===== config.mk =====
export PLATFORM = sky130hd
export DESIGN_NAME = pgd_top
export DESIGN_NICKNAME = d
export VERILOG_FILES = /design/src/include/pgd_pkg.sv /design/src/core/pgd_terms.sv /design/src/core/pgd_idle.sv /design/src/core/pgd_top.sv
export SDC_FILE = /design/constraint.sdc
export NUM_CORES = 1
export LEC_CHECK = 0
export BUFFER_PORTS_ARGS = -buffer_cell sky130_fd_sc_hd__buf_2
export CAP_MARGIN = 20
export CORE_MARGIN = 2
export CORE_UTILIZATION = 59
export CTS_CLUSTER_DIAMETER = 30
export CTS_CLUSTER_SIZE = 10
export DETAILED_ROUTE_END_ITERATION = 12
export GPL_ROUTABILITY_DRIVEN = 0
export PLACE_DENSITY = 0.85
export SLEW_MARGIN = 20
export SYNTH_ARGS = -nofsm -noshare
export SYNTH_HDL_FRONTEND = slang
export SYNTH_SLANG_ARGS = --single-unit

===== constraint.sdc =====
create_clock -name MCLK -period 7.45 [get_ports MCLK]
set_input_delay 0.3725 -clock MCLK [delete_from_list [all_inputs] [get_ports MCLK]]
set_output_delay 0.3725 -clock MCLK [all_outputs]
set_load 0.02 [all_outputs]

===== src/include/pgd_pkg.sv =====
// package: constants and types for the page register and address decode
package pgd_pkg;
  localparam logic [7:0] PGD_PAGE_OFS = 8'hE0;
  localparam logic [7:0] PGD_PWR0_OFS = 8'hB0;
  localparam logic [7:0] PGD_PWR2_OFS = 8'hB4;
  localparam logic [7:0] PGD_OUTMC_AB_OFS = 8'h20;
  localparam logic [7:0] PGD_OUTMC_BC_OFS = 8'h21;
  localparam logic [7:0] PGD_INMC_A_OFS = 8'h0A;
  localparam logic [7:0] PGD_INMC_B_OFS = 8'h0B;
  localparam logic [7:0] PGD_INMC_C_OFS = 8'h18;
  localparam int PGD_FAST_BIT = 3;
  localparam logic [7:0] PGD_PAGE_RST = 8'h00;
  localparam logic [7:0] PGD_PWR0_RST = 8'h08;
  localparam logic [4:0] PGD_PWR2_RST = 5'h00;
  localparam logic [7:0] PGD_OUTMC_RST = 8'h00;
  localparam int PGD_NPRI = 8;
  localparam int PGD_NSEC = 4;
  localparam int PGD_NOMC = 16;
  localparam int PGD_NIMC = 20;
  localparam int PGD_NTERMS = 137;
  localparam int PGD_IDLE_NS = 70;
  localparam int PGD_CLK_NS = 40;
  // longest time rounds down, at least one cycle
  localparam int PGD_IDLE_CYC =
    (PGD_IDLE_NS / PGD_CLK_NS) < 1 ? 1 : (PGD_IDLE_NS / PGD_CLK_NS);
  // window compare term: base and mask on address, page mask/value
  typedef struct packed {
    logic [15:0] base;
    logic [15:0] amask;
    logic [7:0] pval;
    logic [7:0] pmask;
  } pgd_term_t;
  typedef enum logic [1:0] {
    PGD_ST_RUN = 2'b00,
    PGD_ST_IDLE = 2'b01,
    PGD_ST_STBY = 2'b10
  } pgd_pwr_t;
endpackage : pgd_pkg


===== src/core/pgd_terms.sv =====
// product-term evaluator: OR of up to N masked window terms
`timescale 1ns/10ps
module pgd_terms
  import pgd_pkg::*;
#(
  parameter int N = 3,
  parameter pgd_term_t [N-1:0] TERMS = '0
) (
  input wire logic [15:0] addr,
  input wire logic [7:0] page,
  output logic hit
);
  logic [N-1:0] t;
  // one compare per term; zero masks mean an unused term
  genvar i;
  generate
    for (i = 0; i < N; i++) begin : g_t
      assign t[i] = ((TERMS[i].amask | {8'h00, TERMS[i].pmask}) != 16'h0000)
        && ((addr & TERMS[i].amask) == (TERMS[i].base & TERMS[i].amask))
        && ((page & TERMS[i].pmask) == (TERMS[i].pval & TERMS[i].pmask));
    end
  endgenerate
  assign hit = |t;
endmodule : pgd_terms


===== src/core/pgd_idle.sv =====
// input-activity watch that puts the arrays into standby
`timescale 1ns/10ps
module pgd_idle
  import pgd_pkg::*;
#(
  parameter int W = 48
) (
  input wire logic clk,
  input wire logic rst_n,
  input wire logic fast,
  input wire logic [W-1:0] ins,
  output logic standby
);
  typedef struct packed {
    logic [W-1:0] prev;
    logic [3:0] cnt;
    pgd_pwr_t st;
  } pgd_idle_t;
  pgd_idle_t s_q, s_d;
  // count quiet cycles; any change wakes at once
  always_comb begin
    s_d = s_q;
    s_d.prev = ins;
    case (s_q.st)
      PGD_ST_RUN: begin
        s_d.cnt = 4'h0;
        if (!fast) s_d.st = PGD_ST_IDLE;
      end
      PGD_ST_IDLE: begin
        if (fast || ins != s_q.prev) begin
          s_d.st = fast ? PGD_ST_RUN : PGD_ST_IDLE;
          s_d.cnt = 4'h0;
        end else if (s_q.cnt >= 4'(PGD_IDLE_CYC - 1)) begin
          s_d.st = PGD_ST_STBY;
        end else begin
          s_d.cnt = s_q.cnt + 4'h1;
        end
      end
      PGD_ST_STBY: begin
        // a wake costs a cycle: the slower-path trade for less power
        if (fast || ins != s_q.prev) s_d.st = PGD_ST_RUN;
      end
      default: s_d.st = PGD_ST_RUN;
    endcase
  end
  always_ff @(posedge clk or negedge rst_n) begin
    if (!rst_n) s_q <= '0;
    else s_q <= s_d;
  end
  // standby is the only code with bit 1 set, so the flop drives it directly
  assign standby = s_q.st[1];
endmodule : pgd_idle


===== src/core/pgd_top.sv =====
// page register, register window and decode / general logic arrays
`timescale 1ns/10ps
module pgd_top
  import pgd_pkg::*;
#(
  parameter pgd_term_t [PGD_NPRI*3-1:0] PRI_TERMS = '0,
  parameter pgd_term_t [PGD_NSEC*3-1:0] SEC_TERMS = '0,
  parameter pgd_term_t [1:0] SRAM_TERMS = '0,
  parameter logic [15:0] REG_BASE = 16'h2000,
  parameter logic [15:0] PER_BASE0 = 16'h4000,
  parameter logic [15:0] PER_BASE1 = 16'h4100,
  parameter logic [15:0] ECS_BASE0 = 16'h6000,
  parameter logic [15:0] ECS_BASE1 = 16'h6100
) (
  input wire logic MCLK,
  input wire logic RSTN,
  input wire logic [15:0] ADDR,
  input wire logic [7:0] WDATA,
  input wire logic PROGRAM_FETCH_STROBE,
  input wire logic RD_N,
  input wire logic WR_N,
  input wire logic ALE,
  input wire logic POWER_DOWN_INPUT,
  input wire logic PERIPH_MODE,
  input wire logic [19:0] INPUT_MACROCELL,
  input wire logic [1:0] PORT_D_IN,
  input wire logic FLASH_READY,
  output logic [7:0] RDATA,
  output logic [7:0] PAGE_BITS,
  output logic [7:0] PRIMARY_SECTOR_SELECTS,
  output logic [3:0] SECONDARY_SECTOR_SELECTS,
  output logic SRAM_SELECT,
  output logic REGISTER_SPACE_SELECT,
  output logic [1:0] PERIPH_SELECTS,
  output logic [1:0] EXTERNAL_CHIP_SELECTS,
  output logic [15:0] OUTPUT_MACROCELL,
  output logic ARRAY_STANDBY
);
  ////////////////////////////////////////////////////////////////////////////
  // state
  typedef struct packed {
    logic [7:0] page;
    logic [7:0] pwr0;
    logic [4:0] pwr2;
    logic [15:0] mcell;
    logic [7:0] rdata;
    logic [7:0] pri;
    logic [3:0] sec;
    logic sram;
    logic regsel;
    logic [1:0] per;
    logic [1:0] ecs;
    logic wr_prev;
  } pgd_top_t;
  pgd_top_t s_q, s_d;
  logic rst_n;
  logic [1:0] sync_q;
  logic [7:0] pri_raw;
  logic [3:0] sec_raw;
  logic sram_raw;
  logic standby;
  logic [4:0] strobes;
  logic [68:0] watch;

  ////////////////////////////////////////////////////////////////////////////
  // reset release through two flops; they only take constants
  always_ff @(posedge MCLK or negedge RSTN) begin
    if (!RSTN) sync_q <= 2'b00;
    else sync_q <= {sync_q[0], 1'b1};
  end
  assign rst_n = sync_q[1];

  // window decode on the high address byte, used for the register, peripheral and external windows
  function automatic logic in_win(input logic [15:0] a,
                                  input logic [15:0] base);
    in_win = (a[15:8] == base[15:8]);
  endfunction : in_win

  ////////////////////////////////////////////////////////////////////////////
  // control strobes after the power reg two gates (1 blocks)
  assign strobes = {PROGRAM_FETCH_STROBE, ~RD_N, ~WR_N, ALE, 1'b0}
                   & ~s_q.pwr2;

  // every array input except PERIPH_MODE, watched for activity
  assign watch = {ADDR, strobes[4:1], POWER_DOWN_INPUT, INPUT_MACROCELL,
                  PORT_D_IN, s_q.page, s_q.mcell, FLASH_READY, rst_n};

  pgd_idle #(
    .W(69)
  ) u_idle (
    .clk(MCLK),
    .rst_n(rst_n),
    .fast(s_q.pwr0[PGD_FAST_BIT]),
    .ins(watch),
    .standby(standby)
  );

  ////////////////////////////////////////////////////////////////////////////
  // memory sector terms; page bits enter every equation
  genvar i;
  generate
    for (i = 0; i < PGD_NPRI; i++) begin : g_pri
      pgd_terms #(
        .N(3),
        .TERMS(PRI_TERMS[i*3 +: 3])
      ) u_t (
        .addr(ADDR),
        .page(s_q.page),
        .hit(pri_raw[i])
      );
    end
    for (i = 0; i < PGD_NSEC; i++) begin : g_sec
      pgd_terms #(
        .N(3),
        .TERMS(SEC_TERMS[i*3 +: 3])
      ) u_t (
        .addr(ADDR),
        .page(s_q.page),
        .hit(sec_raw[i])
      );
    end
  endgenerate

  pgd_terms #(
    .N(2),
    .TERMS(SRAM_TERMS)
  ) u_sram (
    .addr(ADDR),
    .page(s_q.page),
    .hit(sram_raw)
  );

  ////////////////////////////////////////////////////////////////////////////
  // next state: bus writes, readback and prioritised selects
  always_comb begin
    logic wr_edge;
    logic io_hit;
    logic [1:0] per_hit;
    logic [1:0] ecs_hit;
    logic [7:0] ofs;
    wr_edge = 1'b0;
    io_hit = 1'b0;
    per_hit = 2'b00;
    ecs_hit = 2'b00;
    ofs = ADDR[7:0];
    s_d = s_q;
    s_d.wr_prev = ~WR_N;
    wr_edge = s_q.wr_prev & WR_N; // trailing edge of the write strobe
    io_hit = in_win(ADDR, REG_BASE);
    per_hit[0] = PERIPH_MODE && in_win(ADDR, PER_BASE0);
    per_hit[1] = PERIPH_MODE && in_win(ADDR, PER_BASE1);
    // port D selects come from direct terms, not output macrocells
    ecs_hit[0] = in_win(ADDR, ECS_BASE0) && (strobes[3] | strobes[2]);
    ecs_hit[1] = in_win(ADDR, ECS_BASE1) && (strobes[3] | strobes[2]);
    // register writes at the trailing edge of the strobe
    if (wr_edge && io_hit) begin
      case (ofs)
        PGD_PAGE_OFS: s_d.page = WDATA;
        PGD_PWR0_OFS: s_d.pwr0 = WDATA;
        PGD_PWR2_OFS: s_d.pwr2 = WDATA[4:0];
        PGD_OUTMC_AB_OFS: s_d.mcell[7:0] = WDATA;
        PGD_OUTMC_BC_OFS: s_d.mcell[15:8] = WDATA;
        default: ;
      endcase
    end
    // readback of page, power regs and macrocells
    s_d.rdata = 8'h00;
    if (io_hit && !RD_N) begin
      case (ofs)
        PGD_PAGE_OFS: s_d.rdata = s_q.page;
        PGD_PWR0_OFS: s_d.rdata = s_q.pwr0;
        PGD_PWR2_OFS: s_d.rdata = {3'b000, s_q.pwr2};
        PGD_OUTMC_AB_OFS: s_d.rdata = s_q.mcell[7:0];
        PGD_OUTMC_BC_OFS: s_d.rdata = s_q.mcell[15:8];
        PGD_INMC_A_OFS: s_d.rdata = INPUT_MACROCELL[7:0];
        PGD_INMC_B_OFS: s_d.rdata = INPUT_MACROCELL[15:8];
        PGD_INMC_C_OFS: s_d.rdata = {4'h0, INPUT_MACROCELL[19:16]};
        default: s_d.rdata = 8'h00;
      endcase
    end
    // sram/io/peripherals beat every sector; secondary beats primary
    s_d.sram = sram_raw && !io_hit && !(|per_hit);
    s_d.regsel = io_hit;
    s_d.per = per_hit;
    s_d.sec = (sram_raw | io_hit | (|per_hit)) ? 4'h0 : sec_raw;
    s_d.pri = (sram_raw | io_hit | (|per_hit) | (|sec_raw))
              ? 8'h00 : pri_raw;
    s_d.ecs = ecs_hit;
    // standby holds the selects: a wake makes them one cycle late
    if (standby) begin
      s_d.sram = s_q.sram;
      s_d.regsel = s_q.regsel;
      s_d.per = s_q.per;
      s_d.sec = s_q.sec;
      s_d.pri = s_q.pri;
      s_d.ecs = s_q.ecs;
    end
  end

  ////////////////////////////////////////////////////////////////////////////
  // registers: constant reset values, equations live from reset
  always_ff @(posedge MCLK or negedge rst_n) begin
    if (!rst_n) begin
      s_q.page <= PGD_PAGE_RST;
      s_q.pwr0 <= PGD_PWR0_RST;
      s_q.pwr2 <= PGD_PWR2_RST;
      s_q.mcell <= {PGD_OUTMC_RST, PGD_OUTMC_RST};
      s_q.rdata <= 8'h00;
      s_q.pri <= 8'h00;
      s_q.sec <= 4'h0;
      s_q.sram <= 1'b0;
      s_q.regsel <= 1'b0;
      s_q.per <= 2'b00;
      s_q.ecs <= 2'b00;
      s_q.wr_prev <= 1'b0;
    end else begin
      s_q.page <= s_d.page;
      s_q.pwr0 <= s_d.pwr0;
      s_q.pwr2 <= s_d.pwr2;
      s_q.mcell <= s_d.mcell;
      s_q.rdata <= s_d.rdata;
      s_q.pri <= s_d.pri;
      s_q.sec <= s_d.sec;
      s_q.sram <= s_d.sram;
      s_q.regsel <= s_d.regsel;
      s_q.per <= s_d.per;
      s_q.ecs <= s_d.ecs;
      s_q.wr_prev <= s_d.wr_prev;
    end
  end

  ////////////////////////////////////////////////////////////////////////////
  // outputs straight from flops
  assign RDATA = s_q.rdata;
  assign PAGE_BITS = s_q.page;
  assign PRIMARY_SECTOR_SELECTS = s_q.pri;
  assign SECONDARY_SECTOR_SELECTS = s_q.sec;
  assign SRAM_SELECT = s_q.sram;
  assign REGISTER_SPACE_SELECT = s_q.regsel;
  assign PERIPH_SELECTS = s_q.per;
  assign EXTERNAL_CHIP_SELECTS = s_q.ecs;
  assign OUTPUT_MACROCELL = s_q.mcell;
  assign ARRAY_STANDBY = standby;
endmodule : pgd_top


; ---- Word-level counts from Yosys, hierarchy flattened
; Index checks and enable logic that the tools add are counted.
; W data, S select, Z words.
[op_classes]
n_div = 0
bitwise_logic = 6
n_mux = 10
addsub = 1
magnitude_cmp = 1
mul = 0
n_reduce_logical = 17
shift = 0
eq_ne = 20
[op_table]
columns = op, n
row1 = $ne A69 B69 Y1, 1
row2 = $pmux W8 S8, 1
row3 = $eq A8 B7 Y1 const B, 4
row4 = $eq A8 B6 Y1 const B, 3
row5 = $eq A8 B8 Y1 const B, 3
row6 = $eq A8 B4 Y1 const B, 2
row7 = $reduce_and A2 Y1, 6
row8 = $eq A8 B5 Y1 const B, 1
row9 = $mux W8, 1
row10 = $pmux W4 S2, 1
row11 = $logic_and A1 B1 Y1, 6
row12 = $mux W2, 3
row13 = $mux W6, 1
row14 = $pmux W2 S3, 1
row15 = $and A5 B5 Y5, 1
row16 = $not A5 Y5, 1
row17 = $add A4 B1 Y4 const B, 1
row18 = $ge A4 B1 Y1 const B, 1
row19 = $mux W4, 1
row20 = $ne A3 B1 Y1 const B, 1
row21 = $ne A3 B3 Y1 const B, 1
row22 = $reduce_and A3 Y1, 1
row23 = $eq A2 B1 Y1 const B, 1
row24 = $eq A2 B2 Y1 const B, 1
row25 = other kinds (10), 11
[totals]
latch_bits = 0
mem_bits_rw = 0
out_inout_bits = 51
word_cells = 69
memories = 0
mem_bits_ro = 0
register_bits = 128
in_bits = 55

; ---- Longest topological paths before layout
[logic_depth]
ltp_word = 6
depth_mapped = 7
depth_no_buf = 5

; ---- Cells and area by module
; Synthesis repeated with hierarchy kept, for this count alone.
[hier_totals]
cells_unflattened = 489
area_unflattened_um2 = 6122.1
[modules_own_cells]
columns = mod, instances, cells_each, seq_area_each_um2, area_per_inst_um2
row1 = pgd_top, 1, 293, 1652.8, 3400.8
row2 = pgd_idle, 1, 170, 1776.7, 2575.0
row3 = pgd_terms, 13, 2, 0.0, 11.3

; ---- Least setup slack after synthesis
; No wires, ideal clock.
[synth_timing]
path_kind = reg-to-reg
from = register sync_q[1]
to = register u_idle.s_q[0] (netlist name)
t_arrival_ps = 3931
stages_incl_launch_ff = 6
n_path_buf = 0
setup_ps = 149
path_slack_ps = 3370
period_less_slack_ps = 4080
cell_sequence = dfrtp_1 xor2_1 nor4_1 nand2_1 nor4_1 a41oi_1
[synth_via]
elab_chain_cells = 4
word_cells_on_any_way = 7
[synth_rtl]
columns = element, line_no
row1 = from (decl), pgd_top.sv:57  ; logic [1:0] sync_q;
row2 = from (signal assigned), pgd_top.sv:69  ; else sync_q <= {sync_q[0], 1'b1};
row3 = $ne A69 B69 Y1 (*), "pgd_idle.sv:30, pgd_idle.sv:41"
row4 = $logic_or A1 B1 Y1 (*), "pgd_idle.sv:30, pgd_idle.sv:41"
row5 = $ne A3 B1 Y1 (no line) (tied with other cells), --
row6 = $reduce_and A3 Y1 (no line) or $pmux W2 S3 (tied branches), --
row7 = to (signal assigned), pgd_idle.sv:47  ; if (!rst_n) s_q <= '0;
row8 = to (signal assigned), pgd_idle.sv:48  ; else s_q <= s_d;
row9 = to (decl), pgd_idle.sv:19  ; pgd_idle_t s_q, s_d;
; Mark *: on every way between the ends. The rest lies on a longest branch, timed or not.
; A chain may end at the register's enable or synchronous reset.

; ---- Final worst setup path
[layout_timing]
from = input ADDR[12]
to = register s_q (netlist bit OUTPUT_MACROCELL[5])
[layout_via]
elab_chain_cells = 3
[layout_rtl]
columns = element, line_no
row1 = from (decl), pgd_top.sv:17  ; input wire logic [15:0] ADDR,
row2 = $eq A8 B6 Y1, pgd_top.sv:76  ; in_win = (a[15:8] == base[15:8]);
row3 = $logic_and A1 B1 Y1, pgd_top.sv:156  ; if (wr_edge && io_hit) begin
row4 = $reduce_and A2 Y1 (no line), --
row5 = to (decl), pgd_top.sv:55  ; pgd_top_t s_q, s_d;
; No other way between the ends.

==> impl_metrics.ini <==
[detailed_routing]
drc = 0
postRouteAntennaNets = 0
wl_met1_mm = 5.17
dr.pass1.iters = 6
drt-vias-per-instance = 5.96
vias = 3725
dr_wl_met2_mm = 6.32
top_layer = met4
met3_length_mm = 1.20
detail_route.wl_per_cell_microns = 21.2
drtIter0Drc = 336
wirelength_mm = 13.2

[cts]
cts_buffers = 17
cts-root-buf = clkbuf_8
htree_levels = 4
tritoncts = built
post_cts_buffers = 0
cts_buffer_depth = 2
clock_latency_ps = 520
clkSlewWorstSetupHoldPaths_ps = 60
cts.sinks = 124

[synthesis]
synth_seq_cells = 124
synth-warning-count = 0
synthCells = 430
avgSynthCellArea_sq_um = 12.7
ys_seq_area_share_pct = 56.7
yosysTopAreaCellShare_pct = 56.2
synthTopCellsByArea = dfrtp_1, xor2_1, buf_4
synth_edf_count = 0
yosysTopAreaCell = dfrtp_1
syn_area_sq_um = 5480
async_flop_share_pct = 100
synth_flop_cell = dfrtp_1
yosysUniqueCellTypes = 52

[critical_path]
cp-start-kind = input port
required_ps = 7850
cp_max_fo = 8
arrival_ps = 2880
critPathBufInv = 2
critPathKind = in2reg
cp-startpoint = ADDR[12]
cp_top_family = simple AND/OR/NAND/NOR gates
endpoint_kind = flop
cpMaxStageDelayCell = or3_1
crit_path_max_incr_delay_ps = 600
crit_chain = dlygate4sd3_1, buf_2, nor2_1, nand4b_1, or2_1, or3_1, mux2_4
r2r-start = sync_q[1]

[cells_and_area]
fillers = 614
fin_cells = 625
final_nets = 556
diodes = 0
drive_gt1_share_pct = 33.5
area_growth_pct = 15.8

[die]
io_pins = 106
core_sq_um = 9110
die_y_microns = 100
die-area_sq_um = 10100
die_x_microns = 100
start_util_pct = 60.2
std_cell_rows = 35

[run_status]
status = finished clean

[hold_path]
hold_class = in2reg
min-delay-start = INPUT_MACROCELL[14]

[sta]
slew-limit-headroom_pct = 32.7
setup_viol = 0
period_minus_slack_ps = 2480
rsz0062_at_grt = false
min_period_over_period_pct = 33.3
fmax_ghz = 0.403
hold_viol_final = 0
skew_ps = 6.45
setup_tns_ps = 0
tightest_slew_ps = 1010
maxSlewViolCount = 0

[global_route]
gr-total-overflow = 0
grt_pass1_vias = 3731
antenna_found_initial = 0
grt_pass1_wl_mm = 20.2
grt_max_degree = 83
grt.total_usage_pct = 27.6

[placement]
placedCellCount = 586
hpwlAfterDp_mm = 9.15
port_buffers = 92

[power_and_ir_drop]
cellLeakagePower_nw = 3.13
pwr_density_cell_nw_per_um2 = 247
irDropWorstVdd_v = 0.000182

[job]
maxCapViolCount = 0
## state kept, by name, indices dropped and copies added (netlist names)
| register | count |
|---|---|
| u_idle.s_q | 70 |
| OUTPUT_MACROCELL | 16 |
| s_q | 14 |
| PAGE_BITS | 8 |
| RDATA | 8 |
| EXTERNAL_CHIP_SELECTS | 2 |
| PERIPH_SELECTS | 2 |
| sync_q | 2 |
| REGISTER_SPACE_SELECT | 1 |
| u_idle.standby | 1 |
## repair_timing
item	in CTS	in global routing
gates resized for setup	0	0
hold endpoints to repair	8	0
hold buffers	7	0
## layer usage
metal	up-vias	GRT usage [%]
met5	-	0
met4	0	13.1
met3	51	8.29
met2	251	42.9
met1	1820	35.7
li1	1603	-
## layout make-up
| class | instances | area (sq um) | share of cell area (%) |
|---|---|---|---|
| flip-flops and latches | 124 | 3110 | 49.0 |
| well taps | 111 | 139 | 2.19 |
| inverters | 5 | 18.8 | 0.296 |
| clock buffers | 21 | 459 | 7.24 |
| clock inverters | 11 | 110 | 1.74 |
| repair buffers | 100 | 538 | 8.48 |
| multi-input cells | 253 | 1970 | 31.1 |
## synth_stat cells (2+ instances only)
cell type  instances
clkbuf_1           6
nand4_1            6
conb_1             2
o22ai_1            2
buf_4             50
nor2b_1            3
nand2_1           17
a21oi_1            5
a221oi_1           7
mux2_2            30
or3_1              3
xnor2_1           19
nor2_1            15
and3_1             2
a31oi_1            4
nand2b_1           2
and2_1             2
mux2_4             8
buf_6              2
xor2_1            48
dfrtp_1          123
a222oi_1           5
a22oi_1           10
inv_1              5
o21ai_0            5
nor4_1            14
o2bb2ai_1          3
nand3_1            2
nor3_1             5
or2_2              2
nor4_2             2
## logic make-up (layout without fill, tap and decap cells)
group	Yosys count	after routing	share of synthesized area, %
buffers and inverters	65	137	8.18
XOR/XNOR	67	67	10.7
AND/OR/NAND/NOR	87	87	9.52
AO/OA/AOI/OAI	47	47	6.44
flip-flops	124	124	56.7
multiplexers	38	38	8.36
other	2	14	0.137
## where the power goes
| group | switching, W | internal (W) | total [W] | leakage, nW |
|---|---|---|---|---|
| Combinational | 0.0000600 | 0.0000313 | 0.0000913 | 1.25 |
| Clock | 0.000303 | 0.000472 | 0.000775 | 0.272 |
| Sequential | 0.0000103 | 0.000687 | 0.000698 | 1.61 |
| Total | 0.000373 | 0.00119 | 0.00156 | 3.13 |
## metrics by stage
| step | util (%) | total power (W) | hold WS (ps) | worst slack, ps | instance area [sq um] |
|---|---|---|---|---|---|
| 3_5_place_dp | 62.6 | 0.000796 | 158 | 4820 | 5710 |
| 4_1_cts | 69.7 | 0.00157 | 2.32 | 5010 | 6340 |
| 5_1_grt | 69.7 | 0.00161 | 0.256 | 4900 | 6340 |
| 6_report | 69.7 | 0.00156 | 5.96 | 4970 | 6340 |
| 2_1_floorplan | - | 0.000758 | 76.9 | 3370 | 5520 |
| 3_3_place_gp | 62.6 | 0.000792 | 158 | 4870 | 5710 |
## path summary, 6_finish.rpt
kind / to / slack [ps] / cells after the start
setup / recovery: OUTPUT_MACROCELL[5] / 4970 / 7
hold / removal: u_idle.s_q[48] / 6 / 1
setup reg to reg: u_idle.s_q[0] / 5310 / 5
hold reg to reg: u_idle.s_q[40] / 320 / 0
max in group asynchronous: u_idle.s_q[16] / 5690 / 1
min in group asynchronous: sync_q[1] / 160 / 2
## placed cells by master, fill, tap and decap left out, types with 4 or more instances in the layout
master / instances
clkbuf_8: 4
nand4_1: 6
nor4_1: 14
inv_1: 5
buf_2: 92
xor2_1: 48
a221oi_1: 7
mux2_2: 30
a22oi_1: 10
nand2_1: 17
a222oi_1: 5
a21oi_1: 5
dlygate4sd3_1: 7
conb_1: 14
nor2_1: 15
dfrtp_1: 122
a31oi_1: 4
clkbuf_16: 16
xnor2_1: 19
mux2_4: 8
nor3_1: 5
o21ai_0: 5
Power figures use the tool's default switching activity.
